## config.mk

```make
export PLATFORM = sky130hd
export DESIGN_NAME = wpdc_top
export DESIGN_NICKNAME = d
export VERILOG_FILES = /design/src/shared/wpdc_pkg.sv /design/src/core/wpdc_top.sv
export VERILOG_INCLUDE_DIRS = /design/src /design/src/shared
export SDC_FILE = /design/constraint.sdc
export NUM_CORES = 1
export LEC_CHECK = 0
export BUFFER_PORTS_ARGS = -buffer_cell sky130_fd_sc_hd__buf_2
export CORE_ASPECT_RATIO = 1.5
export CORE_MARGIN = 2
export CORE_UTILIZATION = 45
export CTS_CLUSTER_SIZE = 8
export DETAILED_ROUTE_END_ITERATION = 10
export PLACE_DENSITY = 0.76
export SLEW_MARGIN = 20
export SYNTH_ARGS = -nofsm -noshare
export SYNTH_HDL_FRONTEND = slang
export SYNTH_SLANG_ARGS = --single-unit
```

## constraint.sdc

```tcl
create_clock -name clock -period 1.6 [get_ports clock]
set_input_delay 0 -clock clock [delete_from_list [all_inputs] [get_ports clock]]
set_output_delay 0 -clock clock [all_outputs]
set_load 0.1 [all_outputs]
```

## src/shared/wpdc_map.svh

```systemverilog
// Register offsets, field positions and reset values of the block
`ifndef WPDC_MAP_SVH
`define WPDC_MAP_SVH

// ----------------------------------------------------------------
// Register byte offsets
// ----------------------------------------------------------------
`define WPDC_OFF_WP_CTRL 8'h00
`define WPDC_OFF_PD_CTRL 8'h04
`define WPDC_OFF_WP_VALUE 8'h08
`define WPDC_OFF_IRQ_STAT 8'h0C
`define WPDC_OFF_IRQ_MASK 8'h10

// ----------------------------------------------------------------
// Watchpoint control fields
// ----------------------------------------------------------------
`define WPDC_WC_LINK_EN 20
`define WPDC_WC_PAIR_HI 19
`define WPDC_WC_PAIR_LO 16
`define WPDC_WC_SEC_HI 15
`define WPDC_WC_SEC_LO 14
`define WPDC_WC_BAS_HI 8
`define WPDC_WC_BAS_LO 5
`define WPDC_WC_LS_HI 4
`define WPDC_WC_LS_LO 3
`define WPDC_WC_PRIV_HI 2
`define WPDC_WC_PRIV_LO 1
`define WPDC_WC_ENABLE 0
`define WPDC_WC_RW_MASK 32'h001FC1FF
`define WPDC_WC_RESET 32'h00000000

// ----------------------------------------------------------------
// Power-down control fields and interrupt bits
// ----------------------------------------------------------------
`define WPDC_PD_HOLD 2
`define WPDC_PD_KEEP 0
`define WPDC_PD_RW_MASK 32'h00000005
`define WPDC_PD_RESET 32'h00000000
`define WPDC_IRQ_HIT 0
`define WPDC_IRQ_HELD 1
`define WPDC_IRQ_BITS 2

`endif

```

## src/shared/wpdc_pkg.sv

```systemverilog
// Types shared by the watchpoint and power-down control block
`default_nettype none

package wpdc_pkg;

  // Non-debug reset sequencing states
  typedef enum logic [2:0] {
    WPDC_RUN = 3'b001,
    WPDC_RST = 3'b010,
    WPDC_HOLD = 3'b100
  } wpdc_rst_state_t;

endpackage : wpdc_pkg

`default_nettype wire

```

## src/core/wpdc_top.sv

```systemverilog
// Watchpoint qualifier and power-down/reset control with Avalon-MM regs
// Contract
// - Link bit 20 set: require the chosen context-ID pair to match.
// - Bits 19:16 give the binary index of the linked pair.
// - Bits 15:14: 00 any, 01 non-secure, 10 secure, 11 reserved.
// - Bit 13 reads zero; bits 12:9 read zero and ignore writes.
// - Byte-select bits 8:5 hit only when a selected byte is touched.
// - Bits 4:3: 01 loads, 10 stores, 11 either, 00 reserved.
// - Swaps match on 01, 10, 11; load-exclusive on 01 or 11.
// - Store-exclusive hits on 10 or 11 only when monitor passes.
// - Faults on store-exclusive may occur whatever the monitor says.
// - Bits 2:1: 01 privileged, 10 unprivileged, 11 all, 00 reserved.
// - Privilege comes from the access, not the current mode.
// - Bit 0 enables the watchpoint and resets to zero.
// - Hold bit 2 keeps non-debug logic in reset after a reset.
// - Held logic stays in reset until hold bit is written zero.
// - Bit 0 drives keep-powered output directly; resets to zero.
`timescale 1ns/1ps
`include "wpdc_map.svh"
`default_nettype none

module wpdc_top #(
  parameter int PAIRS = 16,
  parameter int AW = 8
) (
  input wire logic clock,
  input wire logic rst_n,
  input wire logic [AW-1:0] avs_address,
  input wire logic avs_read,
  input wire logic avs_write,
  input wire logic [31:0] avs_writedata,
  input wire logic [3:0] avs_byteenable,
  output logic [31:0] avs_readdata,
  output logic avs_waitrequest,
  input wire logic acc_valid,
  input wire logic [31:0] acc_addr,
  input wire logic [3:0] acc_bytes,
  input wire logic acc_load,
  input wire logic acc_store,
  input wire logic acc_swap,
  input wire logic acc_excl,
  input wire logic acc_excl_pass,
  input wire logic acc_priv,
  input wire logic acc_nonsecure,
  input wire logic [PAIRS-1:0] ctx_pair_match,
  input wire logic sys_reset_req,
  output logic wp_event,
  output logic core_reset,
  output logic keep_powered_out,
  output logic irq
);

  // ----------------------------------------------------------------
  // Helpers
  // ----------------------------------------------------------------
  // Two-bit qualifier: bit 0 admits class a, bit 1 admits class b
  function automatic logic wpdc_qual(input logic [1:0] f,
                                     input logic a,
                                     input logic b);
    wpdc_qual = (f[0] & a) | (f[1] & b);
  endfunction : wpdc_qual

  // Byte-lane merge of a write into a register image
  function automatic logic [31:0] wpdc_merge(input logic [31:0] old,
                                             input logic [31:0] wd,
                                             input logic [3:0] be,
                                             input logic [31:0] rw);
    logic [31:0] m;
    m = {{8{be[3]}}, {8{be[2]}}, {8{be[1]}}, {8{be[0]}}} & rw;
    wpdc_merge = (old & ~m) | (wd & m);
  endfunction : wpdc_merge

  // ----------------------------------------------------------------
  // Bus slave: one wait cycle, then the answer
  // ----------------------------------------------------------------
  logic ack_ff;
  logic [31:0] rdata_ff;
  logic [31:0] wc_ff;
  logic [31:0] pd_ff;
  logic [31:0] wv_ff;
  logic [`WPDC_IRQ_BITS-1:0] stat_ff;
  logic [`WPDC_IRQ_BITS-1:0] mask_ff;
  logic [`WPDC_IRQ_BITS-1:0] nxt_stat;
  logic [`WPDC_IRQ_BITS-1:0] ev_set;
  logic [31:0] rd_mux;

  wire logic req = avs_read | avs_write;
  wire logic take = req & ack_ff;
  wire logic wr_take = avs_write & ack_ff;
  wire logic sel_wc = avs_address == `WPDC_OFF_WP_CTRL;
  wire logic sel_pd = avs_address == `WPDC_OFF_PD_CTRL;
  wire logic sel_wv = avs_address == `WPDC_OFF_WP_VALUE;
  wire logic sel_st = avs_address == `WPDC_OFF_IRQ_STAT;
  wire logic sel_mk = avs_address == `WPDC_OFF_IRQ_MASK;

  assign avs_waitrequest = req & ~ack_ff;
  assign avs_readdata = rdata_ff;

  // Unmapped offsets read zero and drop writes
  always_comb begin
    rd_mux = 32'h00000000;
    if (sel_wc) begin
      rd_mux = wc_ff & `WPDC_WC_RW_MASK;
    end else if (sel_pd) begin
      rd_mux = pd_ff & `WPDC_PD_RW_MASK;
    end else if (sel_wv) begin
      rd_mux = {wv_ff[31:2], 2'h0};
    end else if (sel_st) begin
      rd_mux = {30'h0, stat_ff};
    end else if (sel_mk) begin
      rd_mux = {30'h0, mask_ff};
    end
  end

  // Read data captured in the wait cycle, stands at the answer edge
  always_ff @(posedge clock or negedge rst_n) begin
    if (!rst_n) begin
      ack_ff <= 1'b0;
      rdata_ff <= 32'h00000000;
    end else begin
      ack_ff <= req & ~ack_ff;
      rdata_ff <= rd_mux;
    end
  end

  // ----------------------------------------------------------------
  // Control registers
  // ----------------------------------------------------------------
  // Reserved and upper bits never store, so they always read zero
  always_ff @(posedge clock or negedge rst_n) begin
    if (!rst_n) begin
      wc_ff <= `WPDC_WC_RESET;
      pd_ff <= `WPDC_PD_RESET;
      wv_ff <= 32'h00000000;
      mask_ff <= 2'h0;
    end else if (wr_take) begin
      if (sel_wc) begin
        wc_ff <= wpdc_merge(wc_ff, avs_writedata, avs_byteenable,
                            `WPDC_WC_RW_MASK);
      end
      if (sel_pd) begin
        pd_ff <= wpdc_merge(pd_ff, avs_writedata, avs_byteenable,
                            `WPDC_PD_RW_MASK);
      end
      if (sel_wv) begin
        wv_ff <= wpdc_merge(wv_ff, avs_writedata, avs_byteenable,
                            32'hFFFFFFFC);
      end
      if (sel_mk && avs_byteenable[0]) begin
        mask_ff <= avs_writedata[`WPDC_IRQ_BITS-1:0];
      end
    end
  end

  // ----------------------------------------------------------------
  // Watchpoint qualification
  // ----------------------------------------------------------------
  wire logic wc_en = wc_ff[`WPDC_WC_ENABLE];
  wire logic wc_link = wc_ff[`WPDC_WC_LINK_EN];
  wire logic [3:0] wc_pair = wc_ff[`WPDC_WC_PAIR_HI:`WPDC_WC_PAIR_LO];
  wire logic [1:0] wc_sec = wc_ff[`WPDC_WC_SEC_HI:`WPDC_WC_SEC_LO];
  wire logic [3:0] wc_bas = wc_ff[`WPDC_WC_BAS_HI:`WPDC_WC_BAS_LO];
  wire logic [1:0] wc_ls = wc_ff[`WPDC_WC_LS_HI:`WPDC_WC_LS_LO];
  wire logic [1:0] wc_priv = wc_ff[`WPDC_WC_PRIV_HI:`WPDC_WC_PRIV_LO];

  // Word compare only; lanes come from the byte-select field
  wire logic addr_ok = acc_addr[31:2] == wv_ff[31:2];
  wire logic bytes_ok = |(wc_bas & acc_bytes);
  // Swaps count as both classes; exclusive stores need a pass
  wire logic is_load = acc_load | acc_swap;
  wire logic is_store = acc_swap |
                        (acc_store & (~acc_excl | acc_excl_pass));
  wire logic type_ok = wpdc_qual(wc_ls, is_load, is_store);
  // Access privilege bit, never the core mode
  wire logic priv_ok = wpdc_qual(wc_priv, acc_priv, ~acc_priv);
  // 00 admits both states; 11 admits both states as well
  wire logic sec_ok = (wc_sec == 2'h0) |
                      wpdc_qual(wc_sec, acc_nonsecure,
                                ~acc_nonsecure);
  // Unconfigured linked pairs give whatever their match line says
  wire logic link_ok = ~wc_link |
                       ctx_pair_match[wc_pair];
  wire logic hit = acc_valid & wc_en & addr_ok & bytes_ok & type_ok &
                   priv_ok & sec_ok & link_ok;

  // Hit reported one cycle after the access; no fault path here
  always_ff @(posedge clock or negedge rst_n) begin
    if (!rst_n) begin
      wp_event <= 1'b0;
    end else begin
      wp_event <= hit;
    end
  end

  // ----------------------------------------------------------------
  // Non-debug reset sequencing
  // ----------------------------------------------------------------
  logic s1_ff;
  logic s2_ff;
  logic s3_ff;
  logic req_ff;
  wpdc_pkg::wpdc_rst_state_t st_ff;
  wpdc_pkg::wpdc_rst_state_t nxt_st;
  wire logic hold_bit = pd_ff[`WPDC_PD_HOLD];

  // Three-stage sync; level accepted only once stages two and three agree
  always_ff @(posedge clock or negedge rst_n) begin
    if (!rst_n) begin
      s1_ff <= 1'b0;
      s2_ff <= 1'b0;
      s3_ff <= 1'b0;
      req_ff <= 1'b0;
    end else begin
      s1_ff <= sys_reset_req;
      s2_ff <= s1_ff;
      s3_ff <= s2_ff;
      req_ff <= (s2_ff == s3_ff) ? s3_ff : req_ff;
    end
  end

  // A fresh reset always restarts the sequence, even from hold
  always_comb begin
    nxt_st = st_ff;
    case (st_ff)
      wpdc_pkg::WPDC_RUN: begin
        if (req_ff) begin
          nxt_st = wpdc_pkg::WPDC_RST;
        end
      end
      wpdc_pkg::WPDC_RST: begin
        if (!req_ff) begin
          nxt_st = hold_bit ? wpdc_pkg::WPDC_HOLD
                            : wpdc_pkg::WPDC_RUN;
        end
      end
      wpdc_pkg::WPDC_HOLD: begin
        if (req_ff) begin
          nxt_st = wpdc_pkg::WPDC_RST;
        end else if (!hold_bit) begin
          nxt_st = wpdc_pkg::WPDC_RUN;
        end
      end
      default: nxt_st = wpdc_pkg::WPDC_RST;
    endcase
  end

  // Power-up enters the reset state, but the hold bit resets to zero, so power-up never holds
  always_ff @(posedge clock or negedge rst_n) begin
    if (!rst_n) begin
      st_ff <= wpdc_pkg::WPDC_RST;
    end else begin
      st_ff <= nxt_st;
    end
  end

  assign core_reset = st_ff != wpdc_pkg::WPDC_RUN;
  assign keep_powered_out = pd_ff[`WPDC_PD_KEEP];

  // ----------------------------------------------------------------
  // Interrupts
  // ----------------------------------------------------------------
  assign ev_set[`WPDC_IRQ_HIT] = wp_event;
  assign ev_set[`WPDC_IRQ_HELD] = (st_ff != wpdc_pkg::WPDC_HOLD) &&
                                  (nxt_st == wpdc_pkg::WPDC_HOLD);

  // Write-one-to-clear; a new event in the same cycle wins
  always_comb begin
    nxt_stat = stat_ff;
    if (wr_take && sel_st && avs_byteenable[0]) begin
      nxt_stat = stat_ff & ~avs_writedata[`WPDC_IRQ_BITS-1:0];
    end
    nxt_stat = nxt_stat | ev_set;
  end

  always_ff @(posedge clock or negedge rst_n) begin
    if (!rst_n) begin
      stat_ff <= 2'h0;
    end else begin
      stat_ff <= nxt_stat;
    end
  end

  assign irq = |(stat_ff & mask_ff);
endmodule : wpdc_top

`default_nettype wire

```

==> summary.txt <==
==========================================================================================
Fraction of post-synthesis cell area in the top cell type by area                    0.567
Worst-case reg-to-reg path depth                                                         5
R2R Path End                                                                      wp_event
Routability cong.                                                                    0.970
Clock buffers created by TritonCTS                                                       9
Hold Path Depth                                                                          4
Row Count                                                                               42
Run status                                                                    complete, but fails checks
Critical Path Fanout Max                                                                 5
Yosys warns                                                                              0
Die X                                                                              81.6 um
Seq cells post-synth                                                                    93
Per-cell routed wire length                                                        17.8 um
Pint                                                                             0.00404 W
Overall track demand over capacity in global routing                                 0.242
Via count                                                                            3,245
Setup skew after layout                                                            7.56 ps
Final critical-path setup slack                                                   -9.30 ps
Max Cap Viol                                                                             0
Share of layout cells above drive strength 1                                         0.477
Number of DRC markers after the initial detailed-route iteration                       102
Layout-stage area growth over the synthesis result                                   44.9%
Port-buffer cells                                                                      143
Seq/Total Area, Yosys                                                                0.573
Core Box Area                                                                     8780 um2
Maximum number of pins on one net before global-route repair                            45
Number of antenna violations at the first check in global routing                        1
Cells after synthesis                                                                  302
Async SR Flop Fraction                                                                1.00
Share of power burned in registers                                                   0.471
DIE AREA                                                                          9810 um2
Unrepaired setup endpoints after global routing                                        yes
Remaining routing DRC violations                                                         0
Number of endpoints with negative hold slack in the final report                         0
Net Sw Power                                                                     0.00121 W
Post CTS Setup Buffer Count                                                              0
Average footprint of a synthesized cell                                           13.4 um2
Post-layout instance count excluding filler cells                                      623
Worst max-slew margin expressed relative to the limit                                0.613
Clock root buffer master                                                         clkbuf_16
Global-route wire length before repair                                           17,200 um
Switching portion of total power                                                     0.230
Period minus WS final                                                              1610 ps
Transition at the pin with the smallest max-transition slack                        581 ps
Via count of the first global-routing pass                                           3,390
Leakage power figure                                                               3.00 nW
Worst Min Path Start                                                          acc_addr[15]
Path category of the worst min-delay check                                    input port to flip-flop
Combined area of all synthesized cells                                            4060 um2
Setup slack on the worst flop-to-flop path                                           -9 ps
Via-per-instance ratio                                                                5.21
Multi-input gate area                                                             1770 um2
Arr. time, crit path                                                               1830 ps
Clock tree from TritonCTS                                                            built
I/O pins                                                                               146
Power per cell area                                                             892 nW/um2
Proportion of power drawn by the clock network                                       0.415
Number of placed cells counting well taps                                              569
Comb power frac                                                                      0.113
Distinct cell type count after synthesis                                                44
Synth top area cells                                                          dfrtp_1 57%, mux2_2 11%, xnor2_1 5.8%, and2_1 2.9%, a22o_1 2.8%
Worst Setup Path Type                                                         flip-flop to flip-flop
Worst hold path endpoint                                                          wp_event
Data required time of the worst path                                               1830 ps
Number of search-and-repair iterations in the first detailed-routing pass                4
H-tree depth reported by CTS                                                             3
Bufs on Longest Clock Path                                                               2
Largest area contributor in the netlist                                            dfrtp_1
Floorplan die height                                                                120 um
Initial core utilization                                                             0.463
Nature of the critical path startpoint                                           flip-flop
Number of max-slew violations in the final report                                        0
Worst slack, placed                                                                -304 ps
Max frequency                                                                      621 MHz
Syn nets                                                                               411
Total grt overflow                                                                       0
Final net count                                                                        616
Share of the clock period used by the worst path                                      1.01
Clock edge transition at the registers on the reported setup and hold paths          60 ps
Remaining antenna violation count                                                        0
Count of flip-flops with a built-in enable after synthesis                               0
Clock sink count                                                                        93
Maximum vdd ir drop                                                               0.622 mV
Endpoint type of the worst setup path                                            flip-flop
Final routed wirelength across all metal layers                                  11,100 um
DP Wirelength                                                                      8170 um
Fill cell instance count of the final layout                                           648
Clock latency of the later-clocked register in the worst-skew pair                  350 ps
Register Area                                                                     2330 um2
Violated checks                                                               setup timing
Main synth FF type                                                                 dfrtp_1
Total setup violations reported at the end of the flow                                   1
==========================================================================================
## power groups by stage
| stage | clock [W] | combinational [W] | sequential, W |
|---|---|---|---|
| 2_1_floorplan | 0 | 0.000247 | 0.00250 |
| 3_3_place_gp | 0 | 0.000505 | 0.00251 |
| 3_5_place_dp | 0 | 0.000517 | 0.00251 |
| 4_1_cts | 0.00220 | 0.000593 | 0.00247 |
| 5_1_grt | 0.00230 | 0.000648 | 0.00248 |
| 6_report | 0.00218 | 0.000595 | 0.00247 |
## synthesized netlist by cell type, drive strengths merged, types with 4 or more instances
cell / instances
mux2: 50
o21ai: 5
buf: 5
nand3: 6
dfrtp: 92
mux4: 4
nor4: 4
nand4: 12
and2: 19
nand2: 10
a22o: 13
xnor2: 27
inv: 4
clkbuf: 5
nor2: 8
xor2: 4
## logic make-up (layout without fill, tap and decap cells)
logic type	count (synthesis)	in the layout	synth area share
AOI/OAI and AO/OA	30	30	0.0549
xor gates and xnor gates	31	31	0.0669
adders and majority gates	1	1	0.00247
buffers and inverters	14	224	0.0154
DFF	93	93	0.573
muxes	57	57	0.168
other	0	1	0
and+or+nand+nor	76	76	0.119
## worst max-delay path, cell delays in order (launching register included)
cell	delay [ps]
dfrtp_2	440
mux4_2	520
nand3b_1	90
nand2_1	70
a311oi_2	280
nor4_2	90
## placed cells by master (no fill, tap or decap), types with 5 or more instances in the layout
cell type	synthesis	routed
a22o_1	13	13
and2_1	19	19
buf_2	2	142
buf_4	2	21
clkbuf_16	0	9
dfrtp_1	92	91
dlygate4sd3_1	0	37
mux2_1	9	9
mux2_2	41	27
mux2_4	0	14
nand2_1	9	8
nand3_1	6	5
nand4_1	12	12
nor2_1	8	6
o21ai_0	5	5
xnor2_1	27	26
## layer usage
layer  track usage  part of all wire  up-vias
met4         0.145             0.050        0
met2         0.402              0.51      150
li1              -                 -     1492
met3        0.0507             0.067       39
met5             0                 0        -
met1         0.281              0.37     1564
## worst max path at each step
| stage | start | endpoint | slack, ps | cells after the start |
|---|---|---|---|---|
| after floorplan | avs_address[5] | flip-flop | -180 | 6 |
| after global placement | avs_address[5] | flip-flop | -250 | 8 |
| after detailed placement | avs_address[5] | flip-flop | -300 | 7 |
| after CTS | flip-flop | wp_event | -50 | 5 |
| after global routing | flip-flop | wp_event | -80 | 5 |
| final | flip-flop | wp_event | -9 | 5 |
## final cells by class
| class | count | area share |
|---|---|---|
| Tap cell | 110 | 0.0234 |
| Sequential cell | 93 | 0.396 |
| Clock inverter | 1 | 0.00511 |
| Inverter | 4 | 0.00255 |
| Multi-Input combinational cell | 195 | 0.301 |
| Clock buffer | 15 | 0.0472 |
| Timing Repair Buffer | 204 | 0.224 |
| Antenna cell | 1 | 0.000425 |
## metrics by stage
stage          area, um2  total power, W  TNS [ps]  hold slack [ps]  utilization
6_report            5880         0.00525     -9.30             8.86        0.670
5_1_grt             5880         0.00543     -79.2             31.6        0.670
4_1_cts             5840         0.00527     -49.2             6.02        0.666
3_5_place_dp        5150         0.00303    -11870             39.7        0.587
3_3_place_gp        5150         0.00301     -9380             19.4        0.587
2_1_floorplan       4130         0.00275     -4200             -296            -
## what timing repair did
| action | 4_1_cts | 5_1_grt |
|---|---|---|
| endpoints found under the hold margin | 93 | 0 |
| hold buffers | 37 | 0 |
| setup endpoints to repair | 1 | 11 |
| pin swaps | 1 | 0 |
| gates resized for setup | 2 | 9 |
Note: power is estimated with default switching activity, not from simulation.
